--- src/verilog/dma_pkg.sv ---
// constants, field layouts and carrier types of the eight-channel dma engine
// assumes one clock domain and the plain register port of the top module
package dma_pkg;
  localparam int NCH  = 8;   // channels
  localparam int AW   = 11;  // byte address into dual_port_buffer_ram
  localparam int PW   = 11;  // peripheral register address
  localparam int DW   = 16;  // data word
  localparam int CW   = 10;  // block length / transfer counter
  localparam int SELW = 6;   // request source select
  localparam int NSRC = 64;  // request sources
  localparam int RAW  = 7;   // register port address

  // register index: addr[6]=0 channel space, addr[5:3] channel, addr[2:0] reg
  localparam int            GLB_BIT   = 6;
  localparam logic [2:0]    REG_CTRL  = 3'h0;
  localparam logic [2:0]    REG_STA   = 3'h1;
  localparam logic [2:0]    REG_STB   = 3'h2;
  localparam logic [2:0]    REG_PAD   = 3'h3;
  localparam logic [2:0]    REG_LEN   = 3'h4;
  localparam logic [2:0]    REG_REM   = 3'h5;
  localparam logic [2:0]    REG_CUR   = 3'h6;
  localparam logic [RAW-1:0] REG_INT_STAT = 7'h40;
  localparam logic [RAW-1:0] REG_INT_MASK = 7'h41;
  localparam logic [RAW-1:0] REG_FORCE    = 7'h42;
  localparam logic [RAW-1:0] REG_ACTIVE   = 7'h43;

  localparam logic [1:0] BE_LO   = 2'h1;
  localparam logic [1:0] BE_HI   = 2'h2;
  localparam logic [1:0] BE_WORD = 2'h3;
  localparam logic [AW-1:0] STEP_BYTE = 11'h001;
  localparam logic [AW-1:0] STEP_WORD = 11'h002;

  typedef enum logic [1:0] {
    AM_INC   = 2'b00,
    AM_NOINC = 2'b01,
    AM_PIND  = 2'b10
  } amode_t;

  // channel control word, highest bit first
  typedef struct packed {
    logic [SELW-1:0] sel;       // 13:8 request source
    logic            half_ie;   // 7
    logic            pingpong;  // 6
    logic            oneshot;   // 5
    amode_t          amode;     // 4:3
    logic            byte_mode; // 2
    logic            to_periph; // 1 ram to peripheral
    logic            en;        // 0
  } ch_ctrl_t;
  localparam int CTRL_W = $bits(ch_ctrl_t);

  typedef struct packed {
    logic [AW-1:0] addr;
    logic [DW-1:0] wdata;
    logic [1:0]    be;
    logic          rd;
    logic          wr;
  } ram_req_t;

  typedef struct packed {
    logic [PW-1:0] addr;
    logic [DW-1:0] wdata;
    logic          rd;
    logic          wr;
  } per_req_t;

  typedef enum logic [3:0] {
    S_IDLE = 4'b0001,
    S_RD   = 4'b0010,
    S_CAP  = 4'b0100,
    S_WR   = 4'b1000
  } eng_t;
endpackage : dma_pkg

--- src/verilog/dma_ctrl.sv ---
// eight-channel dma engine between dual_port_buffer_ram and peripherals
// assumes ram and peripheral read data arrive the cycle after the strobe
`timescale 1ns/1ps
module dma_ctrl #(
  parameter int NCH_P = dma_pkg::NCH
) (
  input  wire logic                                     mclk,
  input  wire logic                                     rst_b,
  input  wire logic [dma_pkg::RAW-1:0]                  addr,
  input  wire logic [dma_pkg::DW-1:0]                   wdata,
  input  wire logic                                     wr_stb,
  input  wire logic                                     rd_stb,
  output logic      [dma_pkg::DW-1:0]                   rdata,
  input  wire logic [dma_pkg::NSRC-1:0]                 src_req,
  input  wire logic [dma_pkg::NSRC-1:0][dma_pkg::AW-1:0] pind_addr,
  output dma_pkg::ram_req_t                             ram_req,
  input  wire logic [dma_pkg::DW-1:0]                   ram_rdata,
  output dma_pkg::per_req_t                             per_req,
  input  wire logic [dma_pkg::DW-1:0]                   per_rdata,
  output logic                                          irq
);
  import dma_pkg::*;

  ch_ctrl_t          cfg_r [NCH_P];
  ch_ctrl_t          cfg_nxt [NCH_P];
  logic [AW-1:0]     sta_r [NCH_P], sta_nxt [NCH_P];
  logic [AW-1:0]     stb_r [NCH_P], stb_nxt [NCH_P];
  logic [AW-1:0]     cur_r [NCH_P], cur_nxt [NCH_P];
  logic [PW-1:0]     pad_r [NCH_P], pad_nxt [NCH_P];
  logic [CW-1:0]     len_r [NCH_P], len_nxt [NCH_P];
  logic [CW-1:0]     rem_r [NCH_P], rem_nxt [NCH_P];
  logic [NCH_P-1:0]  pp_r, pp_nxt, pend_r, pend_nxt;
  logic [2*NCH_P-1:0] stat_r, stat_nxt, mask_r, mask_nxt;
  logic [DW-1:0]     rdata_r, rdata_nxt;
  logic              irq_r, irq_nxt;
  eng_t              st_r, st_nxt;
  logic [2:0]        gch_r, gch_nxt, gnt, rch;
  logic              gnt_vld;
  logic [AW-1:0]     xaddr_r, xaddr_nxt;
  ram_req_t          ram_r, ram_nxt;
  per_req_t          per_r, per_nxt;
  logic [CW-1:0]     rem_dec;

  function automatic logic [AW-1:0] step_of(input logic bm);
    return bm ? STEP_BYTE : STEP_WORD;
  endfunction : step_of

  function automatic logic [1:0] be_of(input logic bm, input logic a0);
    return bm ? (a0 ? BE_HI : BE_LO) : BE_WORD;
  endfunction : be_of

  function automatic logic [7:0] lane_of(input logic [DW-1:0] d,
                                         input logic a0);
    return a0 ? d[15:8] : d[7:0];
  endfunction : lane_of

  assign rdata   = rdata_r;
  assign irq     = irq_r;
  assign ram_req = ram_r;
  assign per_req = per_r;
  assign rch     = addr[5:3];
  assign rem_dec = rem_r[gch_r] - 1'b1;

  // lowest eligible index wins; scan top down so the last hit is lowest
  always_comb begin
    gnt     = '0;
    gnt_vld = 1'b0;
    for (int c = NCH_P - 1; c >= 0; c--) begin
      if (pend_r[c] && cfg_r[c].en) begin
        gnt     = 3'(c);
        gnt_vld = 1'b1;
      end
    end
  end

  // channel registers, request latches and interrupt status
  always_comb begin
    cfg_nxt  = cfg_r;
    sta_nxt  = sta_r;
    stb_nxt  = stb_r;
    cur_nxt  = cur_r;
    pad_nxt  = pad_r;
    len_nxt  = len_r;
    rem_nxt  = rem_r;
    pp_nxt   = pp_r;
    pend_nxt = pend_r;
    stat_nxt = stat_r;
    mask_nxt = mask_r;
    rdata_nxt = '0;
    if (rd_stb) begin
      if (!addr[GLB_BIT]) begin
        case (addr[2:0])
          REG_CTRL: rdata_nxt = DW'(cfg_r[rch]);
          REG_STA:  rdata_nxt = DW'(sta_r[rch]);
          REG_STB:  rdata_nxt = DW'(stb_r[rch]);
          REG_PAD:  rdata_nxt = DW'(pad_r[rch]);
          REG_LEN:  rdata_nxt = DW'(len_r[rch]);
          REG_REM:  rdata_nxt = DW'(rem_r[rch]);
          REG_CUR:  rdata_nxt = DW'(cur_r[rch]);
          default:  rdata_nxt = '0;
        endcase
      end else begin
        case (addr)
          REG_INT_STAT: begin
            rdata_nxt = stat_r;
            stat_nxt  = '0;
          end
          REG_INT_MASK: rdata_nxt = mask_r;
          REG_ACTIVE:   rdata_nxt = {pp_r, pend_r};
          default:      rdata_nxt = '0;
        endcase
      end
    end
    if (wr_stb) begin
      if (!addr[GLB_BIT]) begin
        case (addr[2:0])
          REG_CTRL: begin
            cfg_nxt[rch] = ch_ctrl_t'(wdata[CTRL_W-1:0]);
            if (cfg_nxt[rch].en && !cfg_r[rch].en) begin
              cur_nxt[rch] = sta_r[rch];
              rem_nxt[rch] = len_r[rch];
              pp_nxt[rch]  = 1'b0;
            end
          end
          REG_STA: sta_nxt[rch] = wdata[AW-1:0];
          REG_STB: stb_nxt[rch] = wdata[AW-1:0];
          REG_PAD: pad_nxt[rch] = wdata[PW-1:0];
          REG_LEN: len_nxt[rch] = wdata[CW-1:0];
          default: ;
        endcase
      end else if (addr == REG_INT_MASK) begin
        mask_nxt = wdata[2*NCH_P-1:0];
      end
    end
    // a granted request is consumed before new ones are caught
    if (st_r == S_IDLE && gnt_vld) begin
      pend_nxt[gnt] = 1'b0;
    end
    // block bookkeeping after the write strobe of each transfer
    if (st_r == S_WR) begin
      rem_nxt[gch_r] = rem_dec;
      if (cfg_r[gch_r].amode == AM_INC) begin
        cur_nxt[gch_r] = cur_r[gch_r] + step_of(cfg_r[gch_r].byte_mode);
      end
      if (cfg_r[gch_r].half_ie && len_r[gch_r] > 1 &&
          rem_dec == len_r[gch_r] - (len_r[gch_r] >> 1)) begin
        stat_nxt[NCH_P + gch_r] = 1'b1;
      end
      if (rem_dec == '0) begin
        stat_nxt[gch_r] = 1'b1;
        rem_nxt[gch_r]  = len_r[gch_r];
        if (cfg_r[gch_r].oneshot) begin
          cfg_nxt[gch_r].en = 1'b0;
        end
        if (cfg_r[gch_r].pingpong) begin
          pp_nxt[gch_r]  = ~pp_r[gch_r];
          cur_nxt[gch_r] = pp_r[gch_r] ? sta_r[gch_r] : stb_r[gch_r];
        end else begin
          cur_nxt[gch_r] = sta_r[gch_r];
        end
      end
    end
    // sets come last so an event beats a clear in the same cycle
    for (int c = 0; c < NCH_P; c++) begin
      // a channel switched off forgets what it had caught, so a stale
      // request cannot fire a transfer the moment it is enabled again
      if (!cfg_nxt[c].en) begin
        pend_nxt[c] = 1'b0;
      end
      if (cfg_nxt[c].en && src_req[cfg_r[c].sel]) begin
        pend_nxt[c] = 1'b1;
      end
      if (cfg_nxt[c].en && wr_stb && addr == REG_FORCE && wdata[c]) begin
        pend_nxt[c] = 1'b1;
      end
    end
    irq_nxt = |(stat_nxt & mask_nxt);
  end

  always_ff @(posedge mclk or negedge rst_b) begin
    if (!rst_b) begin
      for (int c = 0; c < NCH_P; c++) begin
        cfg_r[c] <= '0;
        sta_r[c] <= '0;
        stb_r[c] <= '0;
        cur_r[c] <= '0;
        pad_r[c] <= '0;
        len_r[c] <= '0;
        rem_r[c] <= '0;
      end
      pp_r    <= '0;
      pend_r  <= '0;
      stat_r  <= '0;
      mask_r  <= '0;
      rdata_r <= '0;
      irq_r   <= 1'b0;
    end else begin
      cfg_r   <= cfg_nxt;
      sta_r   <= sta_nxt;
      stb_r   <= stb_nxt;
      cur_r   <= cur_nxt;
      pad_r   <= pad_nxt;
      len_r   <= len_nxt;
      rem_r   <= rem_nxt;
      pp_r    <= pp_nxt;
      pend_r  <= pend_nxt;
      stat_r  <= stat_nxt;
      mask_r  <= mask_nxt;
      rdata_r <= rdata_nxt;
      irq_r   <= irq_nxt;
    end
  end

  // transfer engine: read one side, capture, write the other side
  always_comb begin
    st_nxt    = st_r;
    gch_nxt   = gch_r;
    xaddr_nxt = xaddr_r;
    ram_nxt   = ram_r;
    per_nxt   = per_r;
    ram_nxt.rd = 1'b0;
    ram_nxt.wr = 1'b0;
    per_nxt.rd = 1'b0;
    per_nxt.wr = 1'b0;
    case (st_r)
      S_IDLE: begin
        if (gnt_vld) begin
          gch_nxt   = gnt;
          xaddr_nxt = (cfg_r[gnt].amode == AM_PIND) ?
                      pind_addr[cfg_r[gnt].sel] : cur_r[gnt];
          if (cfg_r[gnt].to_periph) begin
            ram_nxt.addr = xaddr_nxt;
            ram_nxt.be   = be_of(cfg_r[gnt].byte_mode, xaddr_nxt[0]);
            ram_nxt.rd   = 1'b1;
          end else begin
            per_nxt.addr = pad_r[gnt];
            per_nxt.rd   = 1'b1;
          end
          st_nxt = S_RD;
        end
      end
      S_RD: st_nxt = S_CAP;
      S_CAP: begin
        if (cfg_r[gch_r].to_periph) begin
          per_nxt.addr  = pad_r[gch_r];
          per_nxt.wdata = cfg_r[gch_r].byte_mode ?
                          {8'h00, lane_of(ram_rdata, xaddr_r[0])} : ram_rdata;
          per_nxt.wr    = 1'b1;
        end else begin
          ram_nxt.addr  = xaddr_r;
          ram_nxt.be    = be_of(cfg_r[gch_r].byte_mode, xaddr_r[0]);
          ram_nxt.wdata = cfg_r[gch_r].byte_mode ?
                          {2{per_rdata[7:0]}} : per_rdata;
          ram_nxt.wr    = 1'b1;
        end
        st_nxt = S_WR;
      end
      S_WR:    st_nxt = S_IDLE;
      default: st_nxt = S_IDLE;
    endcase
  end

  always_ff @(posedge mclk or negedge rst_b) begin
    if (!rst_b) begin
      st_r    <= S_IDLE;
      gch_r   <= '0;
      xaddr_r <= '0;
      ram_r   <= '0;
      per_r   <= '0;
    end else begin
      st_r    <= st_nxt;
      gch_r   <= gch_nxt;
      xaddr_r <= xaddr_nxt;
      ram_r   <= ram_nxt;
      per_r   <= per_nxt;
    end
  end
endmodule : dma_ctrl

--- config.mk ---
export PLATFORM = sky130hd
export DESIGN_NAME = dma_ctrl
export DESIGN_NICKNAME = d
export VERILOG_FILES = /design/src/verilog/dma_pkg.sv /design/src/verilog/dma_ctrl.sv
export SDC_FILE = /design/constraint.sdc
export NUM_CORES = 2
export LEC_CHECK = 0
export BUFFER_PORTS_ARGS = -buffer_cell sky130_fd_sc_hd__buf_2
export CAP_MARGIN = 25
export CORE_AREA = 5 5 345 347
export CTS_CLUSTER_DIAMETER = 120
export CTS_CLUSTER_SIZE = 28
export DETAILED_ROUTE_END_ITERATION = 6
export DIE_AREA = 0 0 350 352
export PLACE_DENSITY_LB_ADDON = 0.12
export SLEW_MARGIN = 25
export SYNTH_ARGS = -nofsm -noshare
export SYNTH_HDL_FRONTEND = slang
export SYNTH_SLANG_ARGS = --single-unit
export TNS_END_PERCENT = 50
--- constraint.sdc ---
create_clock -name mclk -period 9.79 [get_ports mclk]
set_input_delay 1.4685 -clock mclk [delete_from_list [all_inputs] [get_ports mclk]]
set_output_delay 1.4685 -clock mclk [all_outputs]
set_load 0.02 [all_outputs]
==> Yosys cells after proc, flatten, opt, wreduce, memory -nomap -nowiden <==
Cells that the tools add are included.
{ "totals": {"reg_bits": 767, "out_inout_bits": 77} }
{ "op_classes": {"add_sub_neg": 4, "order_cmp": 24, "eq_ne": 29, "mux": 224, "bitwise": 13, "reduce_logical": 66} }
{ "ops": {"columns": ["op", "count"], "rows": [
  ["$mux 88", 9],
  ["$mux 112", 6],
  ["$bwmux 88", 7],
  ["$mux 80", 6],
  ["$bmux 11 s3", 10],
  ["$bwmux 80", 4],
  ["$mux 11", 29],
  ["$bwmux 112", 2],
  ["$mux 16", 14],
  ["$bmux 14 s3", 4],
  ["$bmux 10 s3", 4],
  ["$mux 10", 10],
  ["$pmux 14 s7", 1],
  ["$mux 8", 11],
  ["$demux 14 s3", 2],
  ["$mux 14", 5],
  ["$bmux 11 s6", 1],
  ["$demux 11 s3", 2],
  ["$lt 6x7->1 const B", 9],
  ["$demux 10 s3", 2],
  ["$mux 1", 57],
  ["$logic_and 1x1->1", 51],
  ["$bmux 1 s6", 8],
  ["$pmux 16 s3", 1],
  ["53 further kinds", 105]
]} }

==> Logic depth before layout (Yosys ltp) <==
{ "depth": {"ltp_word": 21, "ltp_mapped": 24} }

==> Worst setup path after synthesis <==
No wires, ideal clock.
{ "synth_path": {"path_kind": "reg-to-reg", "start": "reg gch_r[1]", "end": "reg stat_r[10]", "setup_time_ns": 0.068, "arrival_ns": 5.150, "t_required_ns": 9.722, "slack_ns": 4.572, "stages_incl_launch_ff": 21, "n_path_buf": 8, "synth_period_minus_slack_ns": 5.218, "path_cell_list": "dfrtp_1 > buf_6 > buf_4 > buf_2 > buf_2 > nor3b_1 > clkbuf_1 > clkbuf_1 > clkbuf_1 > buf_1 > a22oi_1 > and4_1 > ha_1 > fa_1 > xnor2_1 > o21ai_0 > nor2_1 > nand4_1 > or4_1 > nor4_4 > a32o_1"} }
{ "synth_via": {"elab_chain_len": 12} }
{ "synth_lines": {"columns": ["item", "line_no", "source"], "rows": [
  ["start, declared", "dma_ctrl.sv:37", "logic [2:0] gch_r, gch_nxt, gnt, rch;"],
  ["start signal, assigned", "dma_ctrl.sv:272", "gch_r <= gch_nxt;"],
  ["$not 3->4 (not written as such)", "dma_ctrl.sv:62, dma_ctrl.sv:145, dma_ctrl.sv:146", null],
  ["$bmux 10 s3 (on tied branches)", "dma_ctrl.sv:62, dma_ctrl.sv:145, dma_ctrl.sv:146", null],
  ["$mux 10 (on tied branches) (2 in a row)", "dma_ctrl.sv:62, dma_ctrl.sv:145, dma_ctrl.sv:146", null],
  ["$sub 10x1->10, or another cell as far along", "dma_ctrl.sv:62", "assign rem_dec = rem_r[gch_r] - 1'b1;"],
  ["$eq 10x10->1 / $logic_and 1x1->1 (equally long branches)", "dma_ctrl.sv:146, dma_ctrl.sv:145", null],
  ["$logic_and 1x1->1", "dma_ctrl.sv:145", "if (cfg_r[gch_r].half_ie && len_r[gch_r] > 1 &&"],
  ["$mux 16", "dma_ctrl.sv:145", null],
  ["$mux 16", "dma_ctrl.sv:140", "if (st_r == S_WR) begin"],
  ["$or 16x8->16 (no line)", null, null],
  ["$mux 16 (*)", "dma_ctrl.sv:149", "if (rem_dec == '0) begin"],
  ["$mux 16 (*)", "dma_ctrl.sv:140", null],
  ["via stat_nxt[10]", "dma_ctrl.sv:33", "logic [2*NCH_P-1:0] stat_r, stat_nxt, mask_r, mask_nxt;"],
  ["end signal, assigned", "dma_ctrl.sv:207", "stat_r <= stat_nxt;"],
  ["end, declared", "dma_ctrl.sv:33", null]
]} }
Mark *: on every way through the listed nets, which the timed path passes. The rest lies on a longest branch. The select of a mux whose other input is x is not followed.
A chain may end at the register's enable or synchronous reset.

==> Worst setup path after layout <==
{ "layout_path": {"start": "reg pend_r[0]", "end": "reg xaddr_r[4]"} }
{ "layout_via": {"elab_chain_len": 9} }
{ "layout_lines": {"columns": ["item", "line_no", "source"], "rows": [
  ["start, declared", "dma_ctrl.sv:32", "logic [NCH_P-1:0] pp_r, pp_nxt, pend_r, pend_nxt;"],
  ["start signal, assigned", "dma_ctrl.sv:206", "pend_r <= pend_nxt;"],
  ["$logic_and 1x1->1 (*)", "dma_ctrl.sv:69", "if (pend_r[c] && cfg_r[c].en) begin"],
  ["$mux 3", "dma_ctrl.sv:69", null],
  ["$not 3->4 (not written as such)", "dma_ctrl.sv:229, dma_ctrl.sv:230", null],
  ["$bmux 14 s3", "dma_ctrl.sv:229, dma_ctrl.sv:230", null],
  ["$mux 14 (2 in a row)", null, null],
  ["$bmux 11 s6", "dma_ctrl.sv:230", "pind_addr[cfg_r[gnt].sel] : cur_r[gnt];"],
  ["$mux 11 (not written as such)", "dma_ctrl.sv:230", null],
  ["$mux 11", "dma_ctrl.sv:229", "xaddr_nxt = (cfg_r[gnt].amode == AM_PIND) ?"],
  ["end signal, assigned", "dma_ctrl.sv:273", "xaddr_r <= xaddr_nxt;"],
  ["end, declared", "dma_ctrl.sv:39", "logic [AW-1:0] xaddr_r, xaddr_nxt;"]
]} }
Every way passes the cells marked *; elsewhere a longest branch is shown, timed or not. The select of a mux whose other input is x is not followed.

==> metrics <==
gpl congestion=1.06; Avg Vias per Cell=7.43; FF-to-FF End=xaddr_r[4]; Finished Core Util=51.8%; area delta synth->final=13.1%; CP endpoint=xaddr_r[4]; sequential element share of the synthesized area=36.3%; # H-tree levels=1; layout cells sized above 1=30.4%; I/O pin total=904; Worst Path Max Fanout=24; Slew @ Worst Pin=1.25 ns; GR Util met2=66.9%; slowest stage delay, CP=1.09 ns; Yosys reg bits=767; Pleak=25.6 nW; CP delay by family, top=simple AND/OR/NAND/NOR gates; RSZ-0062 raised after global routing=no; clock tree from TritonCTS=yes; slowest stage cell, crit path=nand3_1; most heavily used metal layer in global routing=met2; Final Non-Filler Cells=7615; CTS Hold Bufs=0; Die Area=123000 sq um; area of placed instances=58800 sq um; Peak VDD IR=0.209 mV; Die Wd=350 um; r2r startpoint=pend_r[0]; Placed Cells=7541; Post-CTS Setup Inserts=0; Iter 0 DRT Violations=10094; Max Cap Viol=0; Reg2Reg Setup Slack=3.25 ns; EDFF count, synth=0; minimum clock period=6.54 ns; r2r worst-path depth=11; Core ar.=116000 sq um; count leader, synth=dfrtp_1; violated checks=DRC; Root Driver=clkbuf_16; ys flop type=dfrtp_1; fill cell count=10891; Synth area leaders=dfrtp_1 (36%), mux2_2 (9.6%), mux4_2 (7.7%); Die Span Y=352 um; Post-Syn Area=52900 sq um; PortBufs=903; Mean Syn Cell Area=9.61 sq um; HP Class=flop to flop; Clock transition at path regs=0.12 ns; Inserted Clock Buffers=31; post-route antenna net violation count=0; Mapped Nets=6357; Critical Path Stages=11; fmax=153 MHz; fin nets=6903; slew margin rel.=15.8%; cells after synthesis=5505; Buf/Inv on CP=0; Pwr Density=170 nW/um^2; synth warn=0; Slew Limit Fails=0; met1 Track Usage GR=62.5%; crit path from=pend_r[0]; largest net degree at the start of global routing=166; total number of vias=56584; Async SR Flop Fraction=100%; initial antenna violation count=57; Pre-Repair DR Iteration Count=7; Total Power=10.2 mW; CTS Buffer Depth=3; first-pass GRT wire length=427000 um; vias in the first global route=52752; Post-Route WL=311000 um; WHS=0.489 ns; average routed wire per standard cell=40.8 um; Worst Skew=0.0545 ns; GRT met3 Usage=19.2%; outcome=finished, violations left; # DRC=35; DP Worst Slack=3.60 ns; Sum Neg Setup Slack=0 ns; total global routing overflow=0; worst-path cell chain=nand2_1 -> and3_2 -> nor3_2 -> o221ai_1 -> nand2_1 -> nand3_1 -> a31oi_1 -> nand4_1 -> a31oi_1 -> a21oi_1 -> o21ai_0; Yosys top cell area share=36.2%; synth unique cells=95; Site Rows=125; Finished Cell Area=59800 sq um; Fin. Hold Viols=0; Final HPWL DP=219000 um; final worst slack=3.25 ns; CTS resizes=0; worst path required time=10.44 ns; GRT Total Usage=48.2%; Clk Latency, worst-skew pair=0.73 ns; CP Capture Type=flop; Final setup viols=0; Initial Utilization=45.8%; final worst-path cycle share=66.8%; CTS sink cnt=767; area leader, netlist=dfrtp_1; Data arrival, critical path=7.18 ns; top post-synthesis cells by count=dfrtp_1 (766), nand2_1 (628), a22oi_1 (453); Setup CP Type=flop to flop; crit path launch type=flop
-- flip-flops by register name, indices dropped and copies added, names as in the netlist, 29 cells and up --
register and cells:
stb_r 88, ram_req 31, cur_r 88, per_req 29, len_r 80, rem_r 80, cfg_r 112, sta_r 88
pad_r 88
-- layer usage --
metal,share of wire (%),wire (um)
met4,8.5,26500
met2,40,124000
met5,0.13,400
met1,37,114000
met3,15,45000
-- logic make-up after synthesis --
kind of cell	after synthesis	synth area share [%]
AO/OA/AOI/OAI	1691	22.6
XOR/XNOR	34	0.591
adder cells (fa/ha/maj)	25	0.620
buffers and inverters	579	4.35
flip-flops	767	36.3
multiplexers	897	22.3
AND/OR/NAND/NOR	1512	13.2
-- how the worst min path moves through the flow --
stage	startpoint	to	slack [ns]	cells past startpoint
after floorplan	xaddr_r[10]	xaddr_r[10]	0.45	2
after global placement	per_req[12]	per_req[12]	0.45	2
after detailed placement	per_req[16]	per_req[16]	0.46	2
after CTS	per_req[16]	per_req[16]	0.48	2
after global routing	per_req[7]	per_req[7]	0.52	2
final	per_req[16]	per_req[16]	0.49	2
-- cell usage in the layout (no fill, tap or decap), drive strengths merged, types with 25 or more instances in the layout --
cell / instances
a211oi: 171
dfrtp: 766
inv: 35
a31oi: 56
mux2: 452
xnor2: 25
nand3: 182
a21oi: 328
nor2: 306
mux2i: 264
o22ai: 58
nor2b: 41
a32oi: 25
a22o: 88
buf: 1056
nor3: 96
and3: 54
a22oi: 454
clkbuf: 49
nand2: 628
o211ai: 30
o21ai: 168
mux4: 181
nand4: 104
a221oi: 155
-- report_power, final --
group	internal, mW	leakage, nW	switching [mW]
sequential	3.40	9.98	0.355
combinational	1.49	15.2	3.21
clock	0.627	0.439	1.10
-- final cells by class --
type                       instances  area, sq um  area share, %
multi-input combinational       4159        31800           53.2
sequential                       767        19200           32.1
tap                             1524         1910           3.19
clock inverter                     3         22.5         0.0376
inverter                          35          131          0.220
antenna                           22         55.1         0.0920
timing repair buffer            1057         5820           9.73
clock buffer                      48          880           1.47
-- worst min-delay path, cell delays in order (launching register included) --
cell and delay [ns]:
dfrtp_1 0.37, nand2_1 0.05, nand2_1 0.05
Note: power is estimated with default switching activity, not from simulation.
